## src/common/dzpcg_defs.svh

```systemverilog
// Offsets, field positions, reset values and timing counts of the doze and gating block
`ifndef DZPCG_DEFS_SVH
`define DZPCG_DEFS_SVH
`define DZ_OFS_DIV 8'h00
`define DZ_OFS_G1 8'h04
`define DZ_OFS_G2 8'h08
`define DZ_OFS_G3 8'h0C
`define DZ_OFS_STAT 8'h10
`define DZ_RET_INT_BIT 15
`define DZ_RATIO_HI 14
`define DZ_RATIO_LO 12
`define DZ_SLOW_EN_BIT 11
`define DZ_DIV_RST 16'h0000
`define DZ_GATE_RST 16'h0000
`define DZ_G1_IMPL 16'hFEFB
`define DZ_G2_IMPL 16'hC30F
`define DZ_G3_IMPL 16'h07F0
`define DZ_CLK_NS 20
`define DZ_WAKE_CYC 2
`define DZ_RESP_OKAY 2'b00
`define DZ_RESP_SLVERR 2'b10
`endif

```

## src/common/dzpcg_pkg.sv

```systemverilog
// Types shared by the doze and gating block
package dzpcg_pkg;
    typedef enum logic [2:0] {
        DZ_RUN = 3'b000,
        DZ_ENTER = 3'b001,
        DZ_SLEEP = 3'b010,
        DZ_IDLE = 3'b011,
        DZ_WAKE = 3'b100
    } dzpcg_state_e;
    typedef struct packed {
        logic return_on_interrupt;
        logic [2:0] ratio;
        logic cpu_slowdown_enable;
    } dzpcg_div_s;
    typedef struct packed {
        logic [15:0] gate3;
        logic [15:0] gate2;
        logic [15:0] gate1;
    } dzpcg_gate_s;
endpackage

```

## src/core/dzpcg_doze_div.sv

```systemverilog
// CPU clock-enable divider locked to the peripheral clock
module dzpcg_doze_div
    import dzpcg_pkg::*;
(
    input wire logic clk,
    input wire logic rst,
    input wire logic slowdown,
    input wire logic [2:0] ratio,
    output logic tick
);
    logic [6:0] cnt_q;
    logic [6:0] cnt_d;
    logic [6:0] mask;
    // One free-running counter on the system clock keeps both domains in step
    always_comb begin
        cnt_d = cnt_q + 7'h01;
        mask = 7'(8'h01 << ratio) - 7'h01;
        tick = !slowdown || ((cnt_q & mask) == 7'h00);
    end
    always_ff @(posedge clk or posedge rst) begin
        if (rst) begin
            cnt_q <= 7'h00;
        end else begin
            cnt_q <= cnt_d;
        end
    end
    property p_full_rate;
        @(posedge clk) disable iff (rst) !slowdown |-> tick;
    endproperty
    a_full_rate: assert property (p_full_rate) else $error("CPU tick missing with doze off");
endmodule

```

## src/core/dzpcg_top.sv

```systemverilog
// Doze divider, power-save sequencing and peripheral clock gating with AXI4-Lite registers
`include "dzpcg_defs.svh"

module dzpcg_top
    import dzpcg_pkg::*;
#(
    parameter logic [15:0] PRESENT1 = `DZ_G1_IMPL,
    parameter logic [15:0] PRESENT2 = `DZ_G2_IMPL,
    parameter logic [15:0] PRESENT3 = `DZ_G3_IMPL
)
(
    input wire logic clk,
    input wire logic rst,
    input wire logic [7:0] s_axi_awaddr,
    input wire logic s_axi_awvalid,
    output logic s_axi_awready,
    input wire logic [31:0] s_axi_wdata,
    input wire logic [3:0] s_axi_wstrb,
    input wire logic s_axi_wvalid,
    output logic s_axi_wready,
    output logic [1:0] s_axi_bresp,
    output logic s_axi_bvalid,
    input wire logic s_axi_bready,
    input wire logic [7:0] s_axi_araddr,
    input wire logic s_axi_arvalid,
    output logic s_axi_arready,
    output logic [31:0] s_axi_rdata,
    output logic [1:0] s_axi_rresp,
    output logic s_axi_rvalid,
    input wire logic s_axi_rready,
    input wire logic power_save_instruction,
    input wire logic power_save_sleep,
    input wire logic irq_pend,
    output logic cpu_clk_en,
    output logic sys_clk_run,
    output logic cpu_halted,
    output logic [47:0] mod_clk_en,
    input wire logic [47:0] periph_wr_in,
    output logic [47:0] periph_wr_out
);
    localparam logic [47:0] PRESENT = {PRESENT3, PRESENT2, PRESENT1};
    localparam logic [47:0] IMPL = {`DZ_G3_IMPL, `DZ_G2_IMPL, `DZ_G1_IMPL};
    localparam logic [1:0] WAKE_CNT = 2'(`DZ_WAKE_CYC - 1);

    // Register index: 0 divider, 1..3 gates, 4 status, 7 unmapped
    function automatic logic [2:0] dec(input logic [7:0] a);
        case (a)
            `DZ_OFS_DIV: dec = 3'h0;
            `DZ_OFS_G1: dec = 3'h1;
            `DZ_OFS_G2: dec = 3'h2;
            `DZ_OFS_G3: dec = 3'h3;
            `DZ_OFS_STAT: dec = 3'h4;
            default: dec = 3'h7;
        endcase
    endfunction

    function automatic logic [15:0] merge(input logic [15:0] old, input logic [31:0] wd, input logic [3:0] st);
        merge = old;
        if (st[0]) begin
            merge[7:0] = wd[7:0];
        end
        if (st[1]) begin
            merge[15:8] = wd[15:8];
        end
    endfunction

    // Bus slave state
    logic aw_hold_q;
    logic aw_hold_d;
    logic [7:0] aw_addr_q;
    logic [7:0] aw_addr_d;
    logic w_hold_q;
    logic w_hold_d;
    logic [31:0] w_data_q;
    logic [31:0] w_data_d;
    logic [3:0] w_strb_q;
    logic [3:0] w_strb_d;
    logic bvalid_q;
    logic bvalid_d;
    logic [1:0] bresp_q;
    logic [1:0] bresp_d;
    logic rvalid_q;
    logic rvalid_d;
    logic [31:0] rdata_q;
    logic [31:0] rdata_d;
    logic [1:0] rresp_q;
    logic [1:0] rresp_d;
    logic do_wr;
    logic [2:0] wr_idx;
    logic [2:0] rd_idx;

    // Control state
    dzpcg_div_s div_q;
    dzpcg_div_s div_d;
    dzpcg_gate_s gate_q;
    dzpcg_gate_s gate_d;
    logic [47:0] run_q;
    logic [47:0] run_d;
    dzpcg_state_e state_q;
    dzpcg_state_e state_d;
    logic sleep_sel_q;
    logic sleep_sel_d;
    logic defer_q;
    logic defer_d;
    logic [1:0] wake_q;
    logic [1:0] wake_d;
    logic tick;
    logic [15:0] div_word;
    logic [15:0] stat_word;

    assign s_axi_awready = !aw_hold_q && !bvalid_q;
    assign s_axi_wready = !w_hold_q && !bvalid_q;
    assign s_axi_arready = !rvalid_q;
    assign s_axi_bvalid = bvalid_q;
    assign s_axi_bresp = bresp_q;
    assign s_axi_rvalid = rvalid_q;
    assign s_axi_rdata = rdata_q;
    assign s_axi_rresp = rresp_q;
    assign do_wr = aw_hold_q && w_hold_q && !bvalid_q;
    assign wr_idx = dec(aw_addr_q);
    assign rd_idx = dec(s_axi_araddr);

    assign div_word = {div_q.return_on_interrupt, div_q.ratio, div_q.cpu_slowdown_enable, 11'h000};
    assign stat_word = {10'h000, defer_q, sleep_sel_q, tick, state_q};

    // Address and data are taken in either order; the write lands once both are held
    always_comb begin
        aw_hold_d = aw_hold_q;
        aw_addr_d = aw_addr_q;
        w_hold_d = w_hold_q;
        w_data_d = w_data_q;
        w_strb_d = w_strb_q;
        bvalid_d = bvalid_q;
        bresp_d = bresp_q;
        if (s_axi_awvalid && s_axi_awready) begin
            aw_hold_d = 1'b1;
            aw_addr_d = s_axi_awaddr;
        end
        if (s_axi_wvalid && s_axi_wready) begin
            w_hold_d = 1'b1;
            w_data_d = s_axi_wdata;
            w_strb_d = s_axi_wstrb;
        end
        if (do_wr) begin
            aw_hold_d = 1'b0;
            w_hold_d = 1'b0;
            bvalid_d = 1'b1;
            bresp_d = (wr_idx == 3'h7) ? `DZ_RESP_SLVERR : `DZ_RESP_OKAY;
        end else if (bvalid_q && s_axi_bready) begin
            bvalid_d = 1'b0;
        end
    end

    // Status is read-only; unmapped reads answer SLVERR with zero data
    always_comb begin
        rvalid_d = rvalid_q;
        rdata_d = rdata_q;
        rresp_d = rresp_q;
        if (s_axi_arvalid && s_axi_arready) begin
            rvalid_d = 1'b1;
            rresp_d = `DZ_RESP_OKAY;
            case (rd_idx)
                3'h0: rdata_d = {16'h0000, div_word};
                3'h1: rdata_d = {16'h0000, gate_q.gate1 & `DZ_G1_IMPL};
                3'h2: rdata_d = {16'h0000, gate_q.gate2 & `DZ_G2_IMPL};
                3'h3: rdata_d = {16'h0000, gate_q.gate3 & `DZ_G3_IMPL};
                3'h4: rdata_d = {16'h0000, stat_word};
                default: begin
                    rdata_d = 32'h0000_0000;
                    rresp_d = `DZ_RESP_SLVERR;
                end
            endcase
        end else if (rvalid_q && s_axi_rready) begin
            rvalid_d = 1'b0;
        end
    end

    always_ff @(posedge clk or posedge rst) begin
        if (rst) begin
            aw_hold_q <= 1'b0;
            aw_addr_q <= 8'h00;
            w_hold_q <= 1'b0;
            w_data_q <= 32'h0000_0000;
            w_strb_q <= 4'h0;
            bvalid_q <= 1'b0;
            bresp_q <= 2'b00;
            rvalid_q <= 1'b0;
            rdata_q <= 32'h0000_0000;
            rresp_q <= 2'b00;
        end else begin
            aw_hold_q <= aw_hold_d;
            aw_addr_q <= aw_addr_d;
            w_hold_q <= w_hold_d;
            w_data_q <= w_data_d;
            w_strb_q <= w_strb_d;
            bvalid_q <= bvalid_d;
            bresp_q <= bresp_d;
            rvalid_q <= rvalid_d;
            rdata_q <= rdata_d;
            rresp_q <= rresp_d;
        end
    end

    // Divider register; a software write in the same cycle wins over the interrupt clear
    always_comb begin
        logic [15:0] nw;
        nw = merge(div_word, w_data_q, w_strb_q);
        div_d = div_q;
        if (irq_pend && div_q.return_on_interrupt) begin
            div_d.cpu_slowdown_enable = 1'b0;
        end
        if (do_wr && wr_idx == 3'h0) begin
            div_d.return_on_interrupt = nw[`DZ_RET_INT_BIT];
            div_d.ratio = nw[`DZ_RATIO_HI:`DZ_RATIO_LO];
            div_d.cpu_slowdown_enable = nw[`DZ_SLOW_EN_BIT];
        end
    end

    // Gate registers hold only implemented bits, so unused positions stay zero
    always_comb begin
        gate_d = gate_q;
        if (do_wr && wr_idx == 3'h1) begin
            gate_d.gate1 = merge(gate_q.gate1, w_data_q, w_strb_q) & `DZ_G1_IMPL;
        end
        if (do_wr && wr_idx == 3'h2) begin
            gate_d.gate2 = merge(gate_q.gate2, w_data_q, w_strb_q) & `DZ_G2_IMPL;
        end
        if (do_wr && wr_idx == 3'h3) begin
            gate_d.gate3 = merge(gate_q.gate3, w_data_q, w_strb_q) & `DZ_G3_IMPL;
        end
    end

    always_ff @(posedge clk or posedge rst) begin
        if (rst) begin
            div_q <= dzpcg_div_s'(5'h00);
            gate_q <= dzpcg_gate_s'({3{`DZ_GATE_RST}});
        end else begin
            div_q <= div_d;
            gate_q <= gate_d;
        end
    end

    // One stage per bit gives the one-cycle delay after the stored write
    genvar gi;
    generate
        for (gi = 0; gi < 48; gi++) begin : g_run
            always_comb begin
                run_d[gi] = PRESENT[gi] && IMPL[gi] && !gate_q[gi];
            end
            always_ff @(posedge clk or posedge rst) begin
                if (rst) begin
                    run_q[gi] <= 1'b0;
                end else begin
                    run_q[gi] <= run_d[gi];
                end
            end
            assign mod_clk_en[gi] = run_q[gi] && sys_clk_run;
            assign periph_wr_out[gi] = periph_wr_in[gi] && run_q[gi];
        end
    endgenerate

    dzpcg_doze_div u_div (
        .clk(clk),
        .rst(rst),
        .slowdown(div_q.cpu_slowdown_enable),
        .ratio(div_q.ratio),
        .tick(tick)
    );

    // Power-save sequencing: the entry cycle cannot be woken, the wake is remembered
    always_comb begin
        state_d = state_q;
        sleep_sel_d = sleep_sel_q;
        defer_d = defer_q;
        wake_d = wake_q;
        case (state_q)
            DZ_RUN: begin
                if (power_save_instruction && tick) begin
                    state_d = DZ_ENTER;
                    sleep_sel_d = power_save_sleep;
                end
            end
            DZ_ENTER: begin
                if (irq_pend) begin
                    defer_d = 1'b1;
                end
                state_d = sleep_sel_q ? DZ_SLEEP : DZ_IDLE;
            end
            DZ_SLEEP, DZ_IDLE: begin
                if (irq_pend || defer_q) begin
                    state_d = DZ_WAKE;
                    defer_d = 1'b0;
                    wake_d = WAKE_CNT;
                end
            end
            DZ_WAKE: begin
                if (wake_q == 2'h0) begin
                    state_d = DZ_RUN;
                end else begin
                    wake_d = wake_q - 2'h1;
                end
            end
            default: state_d = DZ_RUN;
        endcase
    end

    always_ff @(posedge clk or posedge rst) begin
        if (rst) begin
            state_q <= DZ_RUN;
            sleep_sel_q <= 1'b0;
            defer_q <= 1'b0;
            wake_q <= 2'h0;
        end else begin
            state_q <= state_d;
            sleep_sel_q <= sleep_sel_d;
            defer_q <= defer_d;
            wake_q <= wake_d;
        end
    end

    assign cpu_clk_en = (state_q == DZ_RUN) && tick;
    assign sys_clk_run = (state_q != DZ_SLEEP);
    assign cpu_halted = (state_q != DZ_RUN);

    property p_enter_done;
        @(posedge clk) disable iff (rst)
        state_q == DZ_ENTER |=> state_q inside {DZ_SLEEP, DZ_IDLE};
    endproperty
    a_enter_done: assert property (p_enter_done) else $error("Entry not completed");

    property p_defer_wake;
        @(posedge clk) disable iff (rst)
        (state_q == DZ_ENTER && irq_pend) |=> ##1 state_q == DZ_WAKE;
    endproperty
    a_defer_wake: assert property (p_defer_wake) else $error("Held-off interrupt lost");

    property p_wake_time;
        @(posedge clk) disable iff (rst)
        (state_q inside {DZ_SLEEP, DZ_IDLE} && irq_pend) |=> state_q == DZ_WAKE ##1 state_q == DZ_WAKE
            ##1 (state_q == DZ_RUN && !cpu_halted);
    endproperty
    a_wake_time: assert property (p_wake_time) else $error("Wake latency wrong");

    property p_full_speed;
        @(posedge clk) disable iff (rst)
        (state_q == DZ_RUN && !div_q.cpu_slowdown_enable) |-> cpu_clk_en;
    endproperty
    a_full_speed: assert property (p_full_speed) else $error("CPU slowed with doze off");

    property p_half_rate;
        @(posedge clk) disable iff (rst)
        (cpu_clk_en && div_q.cpu_slowdown_enable && div_q.ratio == 3'h1 && !do_wr && !irq_pend)
            |=> !cpu_clk_en;
    endproperty
    a_half_rate: assert property (p_half_rate) else $error("Ratio 1 not halving");

    property p_ret_int;
        @(posedge clk) disable iff (rst)
        (irq_pend && div_q.return_on_interrupt && !do_wr) |=> !div_q.cpu_slowdown_enable;
    endproperty
    a_ret_int: assert property (p_ret_int) else $error("Interrupt did not end doze");

    property p_no_ret_int;
        @(posedge clk) disable iff (rst)
        (div_q.cpu_slowdown_enable && !div_q.return_on_interrupt && !do_wr) |=> div_q.cpu_slowdown_enable;
    endproperty
    a_no_ret_int: assert property (p_no_ret_int) else $error("Doze ended without cause");

    // Sleep also stops the clock, so only a running, present module shows the lag
    property p_gate_delay;
        @(posedge clk) disable iff (rst)
        ($rose(gate_q.gate1[0]) && sys_clk_run && PRESENT[0]) |-> mod_clk_en[0] ##1 !mod_clk_en[0];
    endproperty
    a_gate_delay: assert property (p_gate_delay) else $error("Gate delay wrong");

    property p_wr_block;
        @(posedge clk) disable iff (rst)
        (periph_wr_out & ~run_q) == 48'h0;
    endproperty
    a_wr_block: assert property (p_wr_block) else $error("Write reached gated peripheral");

    property p_unimpl_zero;
        @(posedge clk) disable iff (rst)
        (gate_q & ~IMPL) == 48'h0;
    endproperty
    a_unimpl_zero: assert property (p_unimpl_zero) else $error("Unimplemented gate bit set");

    c_slow_max: cover property (@(posedge clk) disable iff (rst)
        div_q.cpu_slowdown_enable && div_q.ratio == 3'h7 && cpu_clk_en);
    c_sleep_wake: cover property (@(posedge clk) disable iff (rst)
        state_q == DZ_SLEEP ##1 state_q == DZ_WAKE);
    c_deferred: cover property (@(posedge clk) disable iff (rst) state_q == DZ_ENTER && irq_pend);
    c_ret_int: cover property (@(posedge clk) disable iff (rst) $fell(div_q.cpu_slowdown_enable) && !do_wr);
endmodule

```

## config.mk

```make
export PLATFORM = sky130hd
export DESIGN_NAME = dzpcg_top
export DESIGN_NICKNAME = d
export VERILOG_FILES = /design/src/common/dzpcg_pkg.sv /design/src/core/dzpcg_doze_div.sv /design/src/core/dzpcg_top.sv
export VERILOG_INCLUDE_DIRS = /design/src /design/src/common
export SDC_FILE = /design/constraint.sdc
export NUM_CORES = 1
export LEC_CHECK = 0
export BUFFER_PORTS_ARGS = -buffer_cell sky130_fd_sc_hd__buf_2
export CORE_ASPECT_RATIO = 2
export CORE_MARGIN = 1
export CORE_UTILIZATION = 29
export DETAILED_ROUTE_END_ITERATION = 6
export PLACE_DENSITY = 0.5
export SETUP_SLACK_MARGIN = 0.05
export SLEW_MARGIN = 25
export SYNTH_ARGS = -nofsm -noshare
export SYNTH_HDL_FRONTEND = slang
export SYNTH_SLANG_ARGS = --single-unit
export TNS_END_PERCENT = 30
```

## constraint.sdc

```tcl
create_clock -name clk -period 9.15 [get_ports clk]
set_clock_uncertainty 0.15 [all_clocks]
set_input_delay 1.83 -clock clk [delete_from_list [all_inputs] [get_ports clk]]
set_output_delay 1.83 -clock clk [all_outputs]
set_load 0.02 [all_outputs]
```

==> results of run 1 <==
-- layer usage --
metal  share of wire [%]  global-route usage, %  vias up  wire length (um)
li1                    -                      -     1927                 -
met1                  37                   14.6     2013              5220
met2                  57                   27.9      167              8050
met3                 4.4                   3.49       14               627
met4                 1.6                   5.36        2               225
met5               0.092                      0        -                13
-- power by group through the flow --
stage               logic, mW  registers [mW]  clock network (mW)
floorplan               0.423           0.745                   0
global placement        0.556           0.773                   0
detailed placement      0.572           0.781                   0
CTS                     0.573           0.772               0.694
global route            0.616           0.788               0.719
finish                  0.562           0.770               0.679
-- flip-flops by register name, summed over array words and instances (netlist names) --
register and flops:
aw_addr_q 8, aw_hold_q 1, defer_q 1, div_q 5
gate_q 29, run_q 29, s_axi_bresp 1, s_axi_bvalid 1
s_axi_rdata 16, s_axi_rresp 1, s_axi_rvalid 1, sleep_sel_q 1
state_q 3, u_div.cnt_q 7, w_data_q 16, w_hold_q 1
w_strb_q 2, wake_q 2
-- cell usage in the layout, fill, tap and decap left out, types with 5 or more instances in the layout --
cell / Yosys / routed
sky130_fd_sc_hd__o21ai_0: 23 / 23
sky130_fd_sc_hd__a22o_1: 5 / 5
sky130_fd_sc_hd__conb_1: 1 / 56
sky130_fd_sc_hd__nand3_1: 6 / 6
sky130_fd_sc_hd__mux2i_1: 9 / 9
sky130_fd_sc_hd__nand2b_1: 5 / 5
sky130_fd_sc_hd__clkbuf_16: 0 / 17
sky130_fd_sc_hd__mux2_2: 61 / 61
sky130_fd_sc_hd__nor2b_1: 38 / 38
sky130_fd_sc_hd__dfrtp_1: 125 / 125
sky130_fd_sc_hd__a21oi_1: 9 / 9
sky130_fd_sc_hd__inv_1: 42 / 41
sky130_fd_sc_hd__and2_1: 30 / 29
sky130_fd_sc_hd__buf_2: 0 / 156
sky130_fd_sc_hd__nor2_1: 16 / 15
sky130_fd_sc_hd__nand2_1: 26 / 26
-- per-stage QoR --
step                      total power [mW]  hold WS, ns  worst slack [ns]  cells  util, %
after floorplan                       1.17        0.251              3.84    570        -
after global placement                1.33        0.267              4.91    920     34.3
after detailed placement              1.35        0.274              4.91    920     34.3
after CTS                             2.04        0.277              4.53    951     37.4
after global routing                  2.12        0.303              4.47    951     37.4
final                                 2.01        0.283              4.56    951     37.4
-- worst register-to-register path, cell delays in order (launching register included) --
cell,delay (ns)
sky130_fd_sc_hd__dfrtp_1,0.48
sky130_fd_sc_hd__or3_4,0.41
sky130_fd_sc_hd__ha_1,0.28
sky130_fd_sc_hd__nor2b_1,0.04
sky130_fd_sc_hd__a221o_1,0.31
sky130_fd_sc_hd__a2111oi_2,0.60
sky130_fd_sc_hd__mux2_2,0.39
-- path summary, 6_finish.rpt --
path	from	to	slack, ns	cells past startpoint
max	div_q[2]	cpu_clk_en	4.56	7
min	gate_q[40]	run_q[40]	0.28	1
max reg2reg	div_q[2]	sleep_sel_q	6.39	6
min reg2reg	gate_q[40]	run_q[40]	0.28	1
max in group asynchronous	rst	u_div.cnt_q[6]	6.38	3
min in group asynchronous	rst	w_data_q[0]	1.31	2
-- cell families after synthesis --
family,after synthesis,synth area share (%)
flip-flops,125,53.8
other,1,0.0645
buffers and inverters,110,10.9
AO/OA/AOI/OAI,57,6.31
multiplexers,70,13.4
adder cells (fa/ha/maj),3,0.646
XOR/XNOR,6,0.904
AND/OR/NAND/NOR,143,14.0
-- layout make-up --
class / count / area [um^2]
Multi-Input combinational cell: 335 / 2260
Timing Repair Buffer: 159 / 807
Clock inverter: 14 / 171
Fill cell: 1962 / 12200
Clock buffer: 17 / 425
Inverter: 42 / 160
Tap cell: 259 / 324
Sequential cell: 125 / 3130
==> impl.org, run 1 <==
** Outcome
- The flow ran to the end, and the final reports show no timing, DRC or antenna violations.

** Floorplan
- The floorplan step defined a die boundary enclosing between 20000 and 25000 um^2.
- The die is ~200 um tall.
- Top-level I/O count :: 250
- In this run the core area contains 72 standard-cell rows.
- The total area inside the core boundary comes to roughly 19000 um^2.
- The die is around 100 um wide.
- The initial utilization of the core area, before any placement, comes to ~30%.

** Clock network
- Number of buffers inserted for hold repair after clock tree synthesis :: 0
- Counting along the longest clock path gives a buffer depth of 2.
- Clock tree synthesis selected as its root buffer the cell sky130_fd_sc_hd__clkbuf_16.
- Clock buffers created by TritonCTS :: 17
- The clock tree synthesis step divided the H-tree into 4 levels.
- TritonCTS built the clock tree.
- Setup fix buffers added after clock tree synthesis :: 0
- Clock-pin slew was measured on the worst setup and hold paths at ~0.050 ns.
- Worst-skew pair later-pin latency :: about 0.42 ns
- For this design, the sink count on the clock tree is 125.
- Once the clock tree was built, the resizer swapped 0 gates to a different size.

** Power
- In this run switching power makes up about a third of total power.
- Portion of total power attributed to sequential cells :: 38.3%
- Dividing total power by cell area gives a power density of between 200 and 300 nW/um^2.
- Summed over all nets, the switching power comes to about 0.69 mW.
- For this design the static power due to leakage is 3.37 nW.
- Share of power burned in the clock network :: 33.8%
- The internal power of the cells totals around 1.3 mW.
- Gate power share :: ~28%
- Maximum vdd ir drop :: 0.150 mV

** Worst setup path
- Data arrival, critical path :: 2.61 ns
- STA classifies the critical path startpoint as a flip-flop.
- Worst setup path category :: flip-flop to output port
- Largest delay contributor family on the critical path :: compound AO/OA/AOI/OAI gates
- In this design, the stage delay of the slowest critical-path cell is approximately 0.48 ns.
- Slowest cell on the critical path :: sky130_fd_sc_hd__dfrtp_1
- Top fanout value on the critical path :: 9
- Walking the worst path, the cells encountered are or3_4 -> ha_1 -> nor2b_1 -> a221o_1 -> a211o_2 -> nor2_1 -> buf_2.
- Worst setup EP type :: output port
- CP Data Required Time :: slightly above 7 ns
- Combined buffer and inverter count along the critical path :: 1

** Timing
- Remaining max-slew budget at the tightest pin :: 47.5%
- Subtracting the final worst setup slack from the clock period gives ~4.6 ns.
- The number of max-slew violations in the final report is 0.
- Setup repair after global routing missed its margin :: false
- At the pin with the least slew margin, the transition time is between 0.7 and 0.8 ns.
- Setup TNS :: 0 ns
- Final hold violations :: 0
- Setup violations remaining at the end of the flow were counted as 0.
- Post-route fraction of the period consumed by the critical path :: 50.1%
- Achievable Freq :: between 200 and 250 MHz

** Placement
- Placed wire-length estimate :: ~11000 um
- Cell Area, Placed :: 6680 um^2
- Weighted congestion at the end of routability-driven global placement :: about 0.74
- In this run the tool buffered the top-level ports with between 150 and 200 buffer cells.

** Logic synthesis
- Mapped Area :: 5810 um^2
- Average instance area after synthesis :: ~11 um^2
- Number of unique standard cell types used by synthesis :: between 40 and 50
- The cell count after synthesis came out at 515.
- Commonest cells post-synth :: sky130_fd_sc_hd__dfrtp_1, sky130_fd_sc_hd__mux2_2, sky130_fd_sc_hd__buf_4
- Sequential elements use between 50% and 60% of the synthesized area.
- In this run, synthesis produced a sequential element count of ~130.
- EDFF count, synth :: 0
- During synthesis, Yosys emitted a total of 0 warnings.
- Among all flip-flop cells after synthesis, the most frequent one is sky130_fd_sc_hd__dfrtp_1.
- Share of the synthesized area in the top cell type :: 53.8%
- Cells taking the most area after synthesis :: sky130_fd_sc_hd__dfrtp_1, sky130_fd_sc_hd__mux2_2, sky130_fd_sc_hd__buf_4
- Synth async-reset ratio :: 100%
- sky130_fd_sc_hd__dfrtp_1 takes more of the synthesized area than any other cell.
- Among all cell types in the netlist, the one instantiated most often is sky130_fd_sc_hd__dfrtp_1.

** Layout
- Final instance area :: slightly above 7000 um^2
- Area added between synthesis and finish :: 25.3%
- Proportion of layout cells with a drive suffix above 1 :: around two fifths
- The repair_antennas step left the layout with diodes totalling 0.
- For this run, the post-layout net count is 793.

** Routing
- After detailed routing, the number of remaining DRC violations is 0.
- In this run the remaining antenna-violating nets after routing total 0.
- Final wirelength :: 14100 um
- Violation count after the first detailed-routing iteration :: 162
- Using the TritonRoute via totals, the vias-per-cell ratio works out to 4.34.
- The final route contains roughly 4000 vias.
- First-pass iteration count of the detailed router :: 4
- In the final routed layout, each cell accounts on average for 14.9 um.

** Flow run
- Number of max-capacitance violations reported :: 0

** GRT
- Number of global-route vias before repair :: 4192
- The initial antenna violation count came to 1.
- GRT Resource Usage Total :: 14.6%
- Maximum number of pins on one net before global-route repair :: 84
- Total overflow reported by the global router :: 0
- The first global-routing pass estimated roughly 22000 um of wire.

** Hold path
- Class of the tightest hold or removal check :: flip-flop to flip-flop
No activity file was read; power rests on OpenSTA's default activity.
==> run 2, diff against run 1 <==
- PLACE_DENSITY: 0.5 -> 0.52
- clock period: 9.15 -> 4.15 ns (I/O delays scaled with it)
==> impl.org, run 2 (synthesis gave the netlist of run 1 again) <==
** GRT
- The initial antenna violation count came to 0.
- Total overflow reported by the global router :: 0
- Global-route wire length before repair :: roughly 22000 um
- Global routing used 14.4% of the available tracks across all layers.
- Entering global routing, the biggest net connects ~130 pins.
- The number of global-route vias before repair is slightly above 4000.

** Worst setup path
- Data arrival, critical path :: ~2.6 ns
- End of the worst register-to-register path :: sleep_sel_q
- Top fanout value on the critical path :: 9
- In this run the critical register-to-register path is launched from div_q[2].
- For flop-to-flop paths, the worst setup slack is between 1 and 1.5 ns.
- Counting cells, the worst reg-to-reg path comes to 6.
- Startpoint class of the critical path :: flip-flop
- The worst setup path is captured at an output port.
- STA puts the critical path data required time at 3.17 ns.
- Worst setup path category :: flip-flop to output port

** Layout
- Summing all flip-flop and latch instances after layout gives around 3100 um^2.
- Layout fillers :: slightly below 2000
- At the end of the flow, the number of nets in the layout was between 700 and 800.
- Leaving out fill and tap cells, the most frequent cell in the layout is sky130_fd_sc_hd__buf_2.
- Final instance area :: 7260 um^2
- Leaving out fill and tap cells, the most frequent cells in the layout are sky130_fd_sc_hd__buf_2, sky130_fd_sc_hd__dfrtp_1, sky130_fd_sc_hd__mux2_2.
- Area added between synthesis and finish :: 24.9%
- Summing all multi-input logic gate instances after layout gives roughly 2300 um^2.
- Registers with the highest flip-flop counts :: gate_q: 29 flops, run_q: 29 flops
- Count of inserted antenna diode cells :: 0
- In the final layout, the share of cells above drive strength 1 is 38.5%.

** Clock network
- Clk buf depth :: 2
- For this design, the CTS-stage hold fixing added 0 buffers.
- After clock tree synthesis, the clock-pin slew on the worst setup and hold paths is ~0.06 ns.
- CTS Root Cell :: sky130_fd_sc_hd__clkbuf_16
- For the worst-skew pair, the clock arrives at the later sink with an insertion delay of approximately 0.42 ns.
- Clock tree synthesis found a total of approximately 130 sinks.
- TritonCTS clock tree :: yes
- Number of instances resized during post-cts repair :: 0
- Setup fix buffers added after clock tree synthesis :: 0
- In this run the number of H-tree levels came out at 4.
- In this run, CTS created clock tree buffers numbering 17.

** Hold path
- In this run the worst hold path is classified as flip-flop to flip-flop.
- Hold Path End :: run_q[25]
- Worst hold stages :: 1
- Worst Hold Launch :: gate_q[25]

** Floorplan
- In this run the horizontal extent of the chip is about 100 um.
- From bottom edge to top edge, the die measures 202 um.
- After floorplanning, the core was sized to cover a little under 20000 um^2.
- Count of standard-cell rows :: 72
- The die covers around 21000 um^2.
- For this design the top-level I/O count stands at 250.
- The initial utilization of the core area, before any placement, comes to ~30%.

** Routing
- Count of unresolved DRC violations after routing :: 0
- Dividing the detail-routed via count by the number of cells gives around 4.3.
- The first detailed-routing pass ran for 4 iterations.
- Average detailed-routed wire length per instance :: between 10 and 15 um
- Detailed routing inserted a total of between 4000 and 5000 vias.
- Violation count after the first detailed-routing iteration :: approximately 160
- Wires add up to 13900 um.
- Detail Route Antenna Nets :: 0

** Outcome
- Outcome :: finished, final reports clean

** Timing
- Post-route fraction of the period consumed by the critical path :: between 80% and 90%
- Endpoints failing setup :: 0
- Setup repair after global routing left no endpoint under its margin.
- For the pin with the worst max-slew slack, the measured transition is a little under 0.8 ns.
- Static timing analysis puts the maximum clock frequency at between 200 and 300 MHz.
- Number of max-slew violations in the final report :: 0
- Measured against its own limit, the worst slew margin works out to 48.3%.
- The worst path in the final design needs a cycle of approximately 3.6 ns, including I/O delays and setup.
- The final-report hold violation count is 0.
- After routing, the total negative slack on setup checks comes to 0 ns.

** Placement
- Input and output buffers added on the ports amount to 156.
- Placed wire-length estimate :: 10700 um
- Cell Area, Placed :: about 6700 um^2
- Weighted congestion at the end of routability-driven global placement :: about 0.75

** Power
- Leakage power :: ~3.4 nW
- Across the VDD grid, the largest voltage drop is 0.348 mV.
- In this run the power density over the cells is between 500 and 600 nW/um^2.

** Flow run
- Number of max-capacitance violations reported :: 0
==> run 2: changes by cell type in the layout (fill, tap and decap cells not counted) <==
cell,change
sky130_fd_sc_hd__clkinv_2,+1
sky130_fd_sc_hd__bufinv_16,-2
sky130_fd_sc_hd__inv_4,-1
sky130_fd_sc_hd__buf_6,-1
sky130_fd_sc_hd__clkbuf_8,+1
sky130_fd_sc_hd__buf_12,+1
sky130_fd_sc_hd__clkbuf_1,+1
sky130_fd_sc_hd__inv_6,+1
sky130_fd_sc_hd__buf_4,+1
==> run 2: layout make-up <==
cell class	instances	share of cell area, %
Tap cell	259	4.46
Inverter	42	2.22
Timing Repair Buffer	160	11.3
Clock buffer	19	6.10
Multi-Input combinational cell	335	31.2
Clock inverter	13	1.62
Sequential cell	125	43.1
==> run 2: how the worst max path moves through the flow <==
stage,startpoint,end,cells past startpoint
floorplan,div_q[2],cpu_clk_en,7
global placement,div_q[2],cpu_clk_en,7
detailed placement,div_q[2],cpu_clk_en,7
CTS,div_q[2],cpu_clk_en,7
global route,div_q[2],cpu_clk_en,7
finish,div_q[2],cpu_clk_en,7
==> run 2: per-layer routing <==
metal	global-route usage [%]	up-vias	wire length (um)
met5	0	-	0
met4	6.02	0	278
li1	-	1925	-
met1	15.0	1948	5180
met2	26.4	162	7810
met3	3.73	19	683
==> run 2: power breakdown <==
part / switching, mW / internal (mW)
sequential: 0.225 / 1.48
combinational: 0.732 / 0.502
clock: 0.561 / 0.840
total: 1.52 / 2.82
==> run 2: per-stage QoR <==
stage	power (mW)	cells	hold slack, ns	util (%)	worst slack [ns]
floorplan	2.58	570	0.251	-	1.10
global placement	2.93	921	0.268	34.4	1.04
detailed placement	2.98	921	0.282	34.4	1.02
CTS	4.41	953	0.289	37.3	0.560
global route	4.59	953	0.305	37.3	0.480
finish	4.34	953	0.282	37.3	0.593
==> run 2: critical path, stage by stage (launching register included) <==
cell and delay [ns]:
sky130_fd_sc_hd__dfrtp_1 0.47, sky130_fd_sc_hd__or3_4 0.41, sky130_fd_sc_hd__ha_1 0.28, sky130_fd_sc_hd__nor2b_1 0.04, sky130_fd_sc_hd__a221o_1 0.29, sky130_fd_sc_hd__a211o_2 0.39
sky130_fd_sc_hd__nor2_1 0.12, sky130_fd_sc_hd__buf_2 0.17
